===== src/logic/cxysel_params.svh =====
// Purpose: constants for the core x/y line select decoder
// Assumes: included by bare name
// Notes: definitions only
`ifndef CXYSEL_PARAMS_SVH
`define CXYSEL_PARAMS_SVH
`define CXYSEL_ADDR_W 13
`define CXYSEL_WORDS_8K 8192
`define CXYSEL_WORDS_4K 4096
`define CXYSEL_XSW_DEC_8K 4
`define CXYSEL_XSW_DEC_4K 2
`define CXYSEL_YSW_DEC 2
`define CXYSEL_DRV_DEC 2
`define CXYSEL_OUTS 8
`define CXYSEL_RESET_ADDR 13'h0000
`endif


===== src/logic/cxysel_pkg.sv =====
// Purpose: shared types for the core x/y line select decoder
// Assumes: nothing
// Notes: types only; numbers live in the params header
package cxysel_pkg;
  typedef logic [3:0] cxysel_dec_in_t;
  typedef logic [7:0] cxysel_dec_out_t;
  typedef enum logic [1:0] {
    CXYSEL_CFG_4K = 2'h1,
    CXYSEL_CFG_8K = 2'h2
  } cxysel_cfg_e;
endpackage


===== src/logic/cxysel_dec_if.sv =====
// Purpose: carries one decoder's four weighted inputs and eight outputs
// Assumes: one instance per one-of-eight decoder
// Notes: outputs are active low
`timescale 1ns/1ps
`default_nettype none
interface cxysel_dec_if;
  cxysel_pkg::cxysel_dec_in_t din;
  cxysel_pkg::cxysel_dec_out_t dout_b;
  modport ctl (output din, input dout_b);
  modport dec (input din, output dout_b);
endinterface
`default_nettype wire


===== src/logic/cxysel_dec8.sv =====
// Purpose: one-of-eight decoder, inputs weighted 1,2,4,8
// Assumes: combinational, same clock domain as caller
// Notes: codes 8..15 leave every output high (block disabled)
`timescale 1ns/1ps
`default_nettype none
module cxysel_dec8 (
  cxysel_dec_if.dec d
);
  genvar g;
  generate
    for (g = 0; g < 8; g++) begin : g_out
      // only the output whose index equals the code goes low
      assign d.dout_b[g] = !((d.din[3] == 1'b0) &&
        (d.din[2:0] == 3'(g)));
    end
  endgenerate
endmodule
`default_nettype wire


===== src/logic/cxysel_top.sv =====
// Purpose: word address register and x/y switch and driver line select
// Assumes: strobes and read state are synchronous to mclk_i
// Notes: switch and driver outputs active low; low turns a switch or driver on; driver_timing_enable_o is active high
`timescale 1ns/1ps
`default_nettype none
`include "cxysel_params.svh"
module cxysel_top (
  input wire logic mclk_i,
  input wire logic rst_b_i,
  input wire logic cfg_8k_i,
  input wire logic addr_load_i,
  input wire logic [12:0] word_addr_i,
  input wire logic read_b_i,
  input wire logic select_strobe_i,
  input wire logic write_inhibit_delay_strobe_i,
  input wire logic no_access_read_strobe_i,
  output logic driver_timing_enable_o,
  output logic [15:0] x_read_sw_b_o,
  output logic [15:0] x_write_sw_b_o,
  output logic [7:0] x_read_drv_b_o,
  output logic [7:0] x_write_drv_b_o,
  output logic [7:0] y_read_sw_b_o,
  output logic [7:0] y_write_sw_b_o,
  output logic [7:0] y_read_drv_b_o,
  output logic [7:0] y_write_drv_b_o
);
  localparam int NDEC = 10;
  // decoder slots: 0..3 X switches, 4..5 X drivers,
  // 6..7 Y switches, 8..9 Y drivers
  logic [`CXYSEL_ADDR_W-1:0] addr_q;
  logic read_state;
  logic timing_en;
  logic [NDEC-1:0] blk_en_b;
  logic [NDEC-1:0][7:0] dec_out_b;
  logic [NDEC-1:0][3:0] dec_in;
  logic [1:0] x_sw_sel;
  logic drv_x_sel;
  logic sw_y_sel;
  logic drv_y_sel;
  logic x_sw_gate;
  logic [15:0] xrs_d, xws_d, yrs_d, yws_d;
  logic [7:0] xrd_d, xwd_d, yrd_d, ywd_d;

  // word address register; loaded on the control clock qualifier only,
  // no functional set or clear beyond power-on reset
  always_ff @(posedge mclk_i or negedge rst_b_i) begin
    if (!rst_b_i) begin
      addr_q <= `CXYSEL_RESET_ADDR;
    end else if (addr_load_i) begin
      addr_q <= word_addr_i;
    end
  end

  assign read_state = !read_b_i;

  // driver timing enable from read/write state and timing strobes
  assign timing_en = (read_state && write_inhibit_delay_strobe_i) ||
    (!read_state && no_access_read_strobe_i);

  // block groups: A12/A13 pick one of four X switch decoders in 8K,
  // A13 is forced high in 4K so only two X switch groups exist
  always_comb begin
    x_sw_sel = cfg_8k_i ? {addr_q[12], addr_q[11]} : {1'b1, addr_q[11]};
    drv_x_sel = addr_q[2];
    sw_y_sel = addr_q[5];
    drv_y_sel = addr_q[8];
  end

  // 4K leaves two X switch decoders unused, halving the X matrix
  assign x_sw_gate = select_strobe_i;

  genvar g;
  generate
    for (g = 0; g < NDEC; g++) begin : g_dec
      cxysel_dec_if dif ();
      cxysel_dec8 u_dec (
        .d(dif.dec)
      );
      assign dif.din = dec_in[g];
      assign dec_out_b[g] = dif.dout_b;
    end
  endgenerate

  // block enables; X switches span four groups in 8K
  always_comb begin
    blk_en_b = '1;
    for (int k = 0; k < 4; k++) begin
      if (x_sw_gate && (x_sw_sel == 2'(k)) &&
          (cfg_8k_i || k >= 2)) begin
        blk_en_b[k] = 1'b0;
      end
    end
    // driver decoders: enable NAND timing, so low only when timing high; Y switch decoders 6..7 NAND x_sw_gate instead
    blk_en_b[4] = !(timing_en && !drv_x_sel);
    blk_en_b[5] = !(timing_en && drv_x_sel);
    blk_en_b[6] = !(x_sw_gate && !sw_y_sel);
    blk_en_b[7] = !(x_sw_gate && sw_y_sel);
    blk_en_b[8] = !(timing_en && !drv_y_sel);
    blk_en_b[9] = !(timing_en && drv_y_sel);
  end

  // read_b drives weight 4 of every decoder low bits pick
  // one of four within the half
  always_comb begin
    for (int k = 0; k < NDEC; k++) begin
      dec_in[k] = {blk_en_b[k], read_b_i, 2'b00};
    end
    for (int k = 0; k < 4; k++) begin
      dec_in[k][1:0] = {addr_q[10], addr_q[9]};
    end
    dec_in[4][1:0] = {addr_q[1], addr_q[0]};
    dec_in[5][1:0] = {addr_q[1], addr_q[0]};
    dec_in[6][1:0] = {addr_q[4], addr_q[3]};
    dec_in[7][1:0] = {addr_q[4], addr_q[3]};
    dec_in[8][1:0] = {addr_q[7], addr_q[6]};
    dec_in[9][1:0] = {addr_q[7], addr_q[6]};
  end

  // map decoder outputs to devices: 0-3 read, 4-7 write; read turns on
  // positive read driver and negative read switch, write the reverse
  always_comb begin
    xrs_d = '1;
    xws_d = '1;
    for (int k = 0; k < 4; k++) begin
      xrs_d[k*4 +: 4] = dec_out_b[k][3:0];
      xws_d[k*4 +: 4] = dec_out_b[k][7:4];
    end
    xrd_d = {dec_out_b[5][3:0], dec_out_b[4][3:0]};
    xwd_d = {dec_out_b[5][7:4], dec_out_b[4][7:4]};
    yrs_d = {8'hFF, dec_out_b[7][3:0], dec_out_b[6][3:0]};
    yws_d = {8'hFF, dec_out_b[7][7:4], dec_out_b[6][7:4]};
    yrd_d = {dec_out_b[9][3:0], dec_out_b[8][3:0]};
    ywd_d = {dec_out_b[9][7:4], dec_out_b[8][7:4]};
  end

  // registered outputs, low = device on, high = off all decoders
  // are one-hot so one switch and one driver per axis at most
  always_ff @(posedge mclk_i or negedge rst_b_i) begin
    if (!rst_b_i) begin
      x_read_sw_b_o <= 16'hFFFF;
      x_write_sw_b_o <= 16'hFFFF;
      x_read_drv_b_o <= 8'hFF;
      x_write_drv_b_o <= 8'hFF;
      y_read_sw_b_o <= 8'hFF;
      y_write_sw_b_o <= 8'hFF;
      y_read_drv_b_o <= 8'hFF;
      y_write_drv_b_o <= 8'hFF;
      driver_timing_enable_o <= 1'b0;
    end else begin
      x_read_sw_b_o <= xrs_d;
      x_write_sw_b_o <= xws_d;
      x_read_drv_b_o <= xrd_d;
      x_write_drv_b_o <= xwd_d;
      y_read_sw_b_o <= yrs_d[7:0];
      y_write_sw_b_o <= yws_d[7:0];
      y_read_drv_b_o <= yrd_d;
      y_write_drv_b_o <= ywd_d;
      driver_timing_enable_o <= timing_en;
    end
  end
endmodule
`default_nettype wire


===== config.mk =====
export PLATFORM = sky130hd
export DESIGN_NAME = cxysel_top
export DESIGN_NICKNAME = d
export VERILOG_FILES = /design/src/logic/cxysel_pkg.sv /design/src/logic/cxysel_dec_if.sv /design/src/logic/cxysel_dec8.sv /design/src/logic/cxysel_top.sv
export VERILOG_INCLUDE_DIRS = /design/src /design/src/logic
export SDC_FILE = /design/constraint.sdc
export NUM_CORES = 1
export LEC_CHECK = 0
export ABC_CLOCK_PERIOD_IN_PS = 1500
export BUFFER_PORTS_ARGS = -buffer_cell sky130_fd_sc_hd__buf_2
export CAP_MARGIN = 15
export CELL_PAD_IN_SITES_DETAIL_PLACEMENT = 0
export CELL_PAD_IN_SITES_GLOBAL_PLACEMENT = 2
export CORE_MARGIN = 3
export CORE_UTILIZATION = 35
export CTS_BUF_LIST = sky130_fd_sc_hd__clkbuf_16
export DETAILED_ROUTE_END_ITERATION = 10
export PLACE_DENSITY = 0.8
export SYNTH_ARGS = -nofsm -noshare
export SYNTH_HDL_FRONTEND = slang
export SYNTH_HIERARCHICAL = 1
export SYNTH_SLANG_ARGS = --single-unit
export TNS_END_PERCENT = 5

===== constraint.sdc =====
create_clock -name mclk_i -period 1.5 [get_ports mclk_i]
set_input_delay 0.225 -clock mclk_i [delete_from_list [all_inputs] [get_ports mclk_i]]
set_output_delay 0.225 -clock mclk_i [all_outputs]
set_load 0.02 [all_outputs]

==> impl_metrics.json, run 1 <==
{
  "outcome": "finished, final reports clean",
  "clock_latency_ns": 0.33,
  "cp.arrival_ns": 1.62,
  "clock_skew_ns": 0.003495,
  "hold_viol": 0,
  "syn_to_final_growth_pct": 30.80,
  "synth_top_family_by_area": "simple AND/OR/NAND/NOR gates",
  "diodes": 0,
  "synth_fa_ha_area_share_pct": 0,
  "grt_util_all_layers_pct": 12.94,
  "synth-seq-cells": 94,
  "n_fill_cell": 936,
  "syn-num-nets": 223,
  "fmax_mhz": 732.8,
  "wl_met3_um": 390,
  "clkSlewWorstSetupHoldPaths_ns": 0.06,
  "drv_cap": 0,
  "gr-total-overflow": 0,
  "gp_congestion": 0.6809,
  "place_ws_ns": 0.03186,
  "first_global_vias": 2212,
  "drc": 0,
  "seq_area_frac_synth_pct": 69.55,
  "ys_warn_count": 6,
  "die_x_um": 106.4,
  "fin_nets": 339,
  "period_needed_ns": 1.365,
  "cts_max_level": 3,
  "firstDrtPassIters": 4,
  "place_hpwl_um": 4330,
  "period_share_pct": 90.98,
  "ir_drop_mv": 0.5230,
  "leakagePower_nw": 1.731,
  "post_cts_buffers": 0,
  "syn_inst": 202,
  "worst_slack_ns": 0.1354,
  "die-area_mm2": 0.01131,
  "rsz0062_at_grt": "no",
  "yosysTopAreaCell": "dfstp_2",
  "clkSinkCount": 94,
  "synth_area_mm2": 0.003526,
  "vias": 2184,
  "crit_slowest_cell": "or4b_1",
  "critPathMaxFanout": 8,
  "synth-xor-area-share_pct": 0,
  "die_h_um": 106.4,
  "ys_types": 13,
  "antenna_found_initial": 0,
  "fin_hold_ws_ns": 0.1175,
  "required_ns": 1.75,
  "fin_setup_tns_ns": 0,
  "cts_tree": "built",
  "start_util_pct": 36.07,
  "vias_per_cell": 4.800,
  "crit_type": "flop to flop",
  "power_density_mw_per_mm2": 1244,
  "endpoint_kind": "flop",
  "hp-class": "input port to flop",
  "port_buffers": 101,
  "top_layer": "met4",
  "syn_avg_cell_area_um2": 17.45,
  "clockRootBuffer": "clkbuf_16",
  "max-slew-margin-rel_pct": 69.04,
  "grt_pass1_wl_um": 11300,
  "routedWlPerCell_um": 15.12,
  "setup_viol": 0,
  "num_rows": 36,
  "wl_um": 6878,
  "ioPinCount": 102,
  "synth-compound-area-share_pct": 0,
  "met2_length_um": 3351,
  "multi_input_area_mm2": 0.001067,
  "final_layout_size_suffix_gt1_share_pct": 66.15,
  "regArea_mm2": 0.002452,
  "crit_path_cell_trace": "nor2b_1, nand2_1, or4b_1",
  "synthMuxAreaShare_pct": 5.536,
  "start_kind": "flop",
  "coreArea_mm2": 0.009774,
  "cts_buffer_depth": 2,
  "cts_buffers": 9,
  "yosys.area_share.simple_pct": 24.59,
  "worstMarginPinSlew_ns": 0.4644,
  "dr.first_iter.drc_count": 53,
  "met1Wirelength_um": 2992,
  "ant_nets": 0,
  "netlist.area_leader.share_pct": 59.62,
  "slowest_delay_ns": 0.53,
  "final-max-slew-violation-count": 0,
  "grt_max_degree": 95,
  "netlist_top_cells_area": "dfstp_2, dfrtp_1, nand4bb_1"
}
-- cell type report --
type	count	share of cell area, %
sequential	94	53.17
clock inverter	6	2.225
clock buffer	9	4.883
timing repair buffer	106	12.97
multi-input combinational	107	23.14
tap	133	3.608
-- synthesized netlist by cell type, drive strengths merged --
library cell  number
buf                1
dfstp             80
mux2              14
or4               10
nand3              2
nor2b              2
or4b              30
dfrtp             14
nand4b            10
nand2b             4
nand2              5
nand4bb           30
-- worst paths after layout --
kind                       cells after the start  slack (ns)           endpoint            from
max                                            3        0.14   x_read_sw_b_o[1]      addr_q[12]
min                                            2        0.12          addr_q[9]  word_addr_i[9]
max reg2reg                                    3        0.14   x_read_sw_b_o[1]      addr_q[12]
min reg2reg                                    1        0.53          addr_q[5]       addr_q[5]
max in group asynchronous                      3        0.63  x_read_drv_b_o[1]         rst_b_i
min in group asynchronous                      3        0.50          addr_q[5]         rst_b_i
-- metrics by stage --
| stage | cells | area (um2) | power, mW | util [%] |
|---|---|---|---|---|
| after CTS | 455 | 4607 | 5.820 | 47.13 |
| after floorplan | 202 | 3526 | 3.044 | - |
| after global routing | 455 | 4612 | 5.985 | 47.18 |
| after detailed placement | 439 | 4269 | 3.297 | 43.68 |
| after global placement | 439 | 4269 | 3.282 | 43.68 |
| final | 455 | 4612 | 5.737 | 47.18 |
-- sequential cells by signal (all words and copies together), names as in the netlist --
signal / cells
x_write_sw_b_o: 16
y_read_drv_b_o: 8
driver_timing_enable_o: 1
x_read_sw_b_o: 16
addr_q: 13
y_write_drv_b_o: 8
y_read_sw_b_o: 8
y_write_sw_b_o: 8
x_read_drv_b_o: 8
x_write_drv_b_o: 8
-- cells by family after synthesis --
family	count (synthesis)
buffers and inverters	1
flip-flops	94
multiplexers	14
AND/OR/NAND/NOR	93
-- power by group --
group | leakage [nW] | total (mW) | internal (mW) | switching [mW]
registers | 1.01 | 2.75 | 2.66 | 0.0932
logic | 0.561 | 0.497 | 0.222 | 0.275
clock network | 0.164 | 2.48 | 1.60 | 0.882
-- placed cells by master (no fill, tap or decap), drive strengths merged --
master         n
nand2b         4
buf          105
nand3          2
dfstp         80
mux2          14
bufinv         3
nand2          5
clkbuf         9
nand4bb       30
or4b          30
clkinv         2
dlygate4sd3    1
nor2b          2
or4           10
dfrtp         14
inv            1
nand4b        10
-- routing by layer --
| metal | vias to the layer above | track usage, % |
|---|---|---|
| met1 | 1072 | 16.54 |
| met3 | 12 | 3.582 |
| met2 | 68 | 19.82 |
| li1 | 1032 | - |
| met4 | 0 | 7.216 |
| met5 | - | 0 |
-- repair_timing --
| item | in CTS | in global routing |
|---|---|---|
| setup endpoints to repair | 0 | 2 |
| hold buffers | 1 | 0 |
| hold endpoints to repair | 14 | 0 |
| resized for setup | 0 | 1 |
-- critical path, delay by kind of cell (launching register included) --
kind          cells  cell delay (ns)
simple gates      3             0.89
flops             1             0.39
Power figures use the tool's default switching activity.
==> run 2: changes to the inputs <==
CORE_MARGIN = not set   (was 3)
RECOVER_POWER = 50   (was not set)
==> run 2 against run 1 <==
  * Core utilization decreased by 0.84 points
  * Sequential power is essentially flat
  * First-iteration DRC count is 43% lower
  * Hold slack improved by 0.0032 ns
  * Sequential cell count did not move
  * Critical path depth is the same
  * Wire length down 2.3%
  * Count of clock-buffer cells in the layout stayed put
  * Maximum frequency down 2.4%
  * Critical path type unchanged
==> impl_metrics.json, run 2 (synthesis gave the netlist of run 1 again) <==
{
  "cts_tree": "built",
  "ioPinCount": 102,
  "gr-total-overflow": 0,
  "crit_path_cell_trace": "nor2b_1, nand3_1, or4b_1",
  "diodes": 0,
  "die-area_mm2": 0.01048,
  "drv_cap": 0,
  "ant_nets": 0,
  "cts_resized": 0,
  "grt_pass1_wl_um": 10290,
  "coreArea_mm2": 0.009774,
  "final-max-slew-violation-count": 0,
  "worstMarginPinSlew_ns": 0.7814,
  "vias_per_cell": 4.777,
  "worst_slack_ns": 0.1017,
  "hp-class": "input port to flop",
  "gp_congestion": 0.7125,
  "cts_buffers": 9,
  "die_x_um": 102.4,
  "clkSinkCount": 94,
  "crit_slowest_cell": "or4b_1",
  "max-slew-margin-rel_pct": 47.91,
  "period_needed_ns": 1.398,
  "required_ns": 1.74,
  "clock_skew_ns": 0.004493,
  "cp.arrival_ns": 1.63,
  "clockRootBuffer": "clkbuf_16",
  "total_power_mw": 5.405,
  "final_cell_mix": "buf_2, dfstp_2, or4b_1, nand4bb_1, dfrtp_1",
  "final_common_cell": "buf_2",
  "outcome": "finished, final reports clean",
  "critPathMaxFanout": 8,
  "rsz0062_at_grt": "no",
  "port_buffers": 101,
  "crit_buf_inv": 0,
  "setup_viol": 0,
  "dr.first_iter.drc_count": 30,
  "grt_util_all_layers_pct": 13.14,
  "fin_nets": 340,
  "fmax_mhz": 715.1,
  "ir_drop_mv": 0.4969,
  "leakagePower_nw": 1.668,
  "syn_to_final_growth_pct": 28.46,
  "firstDrtPassIters": 4,
  "place_hpwl_um": 4139,
  "fin_setup_tns_ns": 0,
  "place_ws_ns": 0.04011,
  "crit_family": "simple AND/OR/NAND/NOR gates",
  "clkSlewWorstSetupHoldPaths_ns": 0.06,
  "worstSetupStartpoint": "addr_q[12]",
  "start_kind": "flop",
  "num_rows": 36,
  "die_h_um": 102.4,
  "cts_buffer_depth": 2,
  "hold_viol": 0,
  "first_global_vias": 1999,
  "rr_startpoint": "addr_q[12]",
  "start_util_pct": 36.07,
  "wl_um": 6717,
  "power_density_mw_per_mm2": 1193,
  "n_fill_cell": 908,
  "final_layout_size_suffix_gt1_share_pct": 62.35,
  "reg.largest.list": "x_read_sw_b_o x16, x_write_sw_b_o x16, addr_q x13",
  "cts_max_level": 3,
  "crit_type": "flop to flop",
  "slowest_delay_ns": 0.55,
  "drc": 0,
  "antenna_found_initial": 1,
  "holdCritStartpoint": "word_addr_i[9]",
  "routedWlPerCell_um": 14.70,
  "period_share_pct": 93.22,
  "grt_max_degree": 95,
  "clock_latency_ns": 0.32,
  "vias": 2183,
  "endpoint_kind": "flop"
}
## run 2: path summary, 6_finish.rpt
check	to	depth (start not counted)	slack (ns)
worst max-delay path	x_read_sw_b_o[5]	3	0.10
worst min-delay path	addr_q[9]	2	0.12
worst max register to register	x_read_sw_b_o[5]	3	0.10
worst min register to register	addr_q[5]	1	0.50
max in group asynchronous	addr_q[1]	3	0.33
min in group asynchronous	addr_q[3]	3	0.64
## run 2: metal layers
| layer | wire length (um) | track usage, % | share of wire [%] | vias up |
|---|---|---|---|---|
| li1 | - | - | - | 1035 |
| met1 | 3186 | 17.20 | 47 | 1081 |
| met2 | 3218 | 20.65 | 48 | 61 |
| met3 | 262 | 4.720 | 3.9 | 4 |
| met4 | 31 | 3.626 | 0.46 | 2 |
| met5 | 17 | 0 | 0.25 | - |
## run 2: through the flow
stage | instances | util, % | area, um2 | hold slack [ns]
after detailed placement | 440 | 43.75 | 4277 | 0.3081
after CTS | 457 | 46.83 | 4577 | 0.1198
final | 457 | 46.34 | 4529 | 0.1207
after floorplan | 202 | - | 3526 | -0.07059
after global placement | 440 | 43.75 | 4277 | 0.3043
after global routing | 457 | 46.34 | 4529 | 0.1100
## run 2: cell type report
cell class / instances / area (um2) / share of cell area (%)
clock inverters: 7 / 65.06 / 1.436
repair buffers: 107 / 595.6 / 13.15
well taps: 133 / 166.4 / 3.674
multi-input cells: 107 / 1025 / 22.62
flip-flops and latches: 94 / 2452 / 54.14
clock buffers: 9 / 225.2 / 4.972
## run 2: what timing repair did
item / CTS / global route
buffers inserted: 0 / 0
hold endpoints to repair: 14 / 0
hold buffers: 1 / 0
## run 2: power breakdown
| part | switching, mW | leakage [nW] | internal [mW] |
|---|---|---|---|
| Clock | 0.902 | 0.145 | 1.28 |
| Sequential | 0.0928 | 1.01 | 2.66 |
| Combinational | 0.272 | 0.518 | 0.197 |
## run 2: worst reg2reg max path, stage by stage, from the launching register on
cell and delay [ns]:
dfrtp_1 0.39, nor2b_1 0.15, nand3_1 0.23, or4b_1 0.55
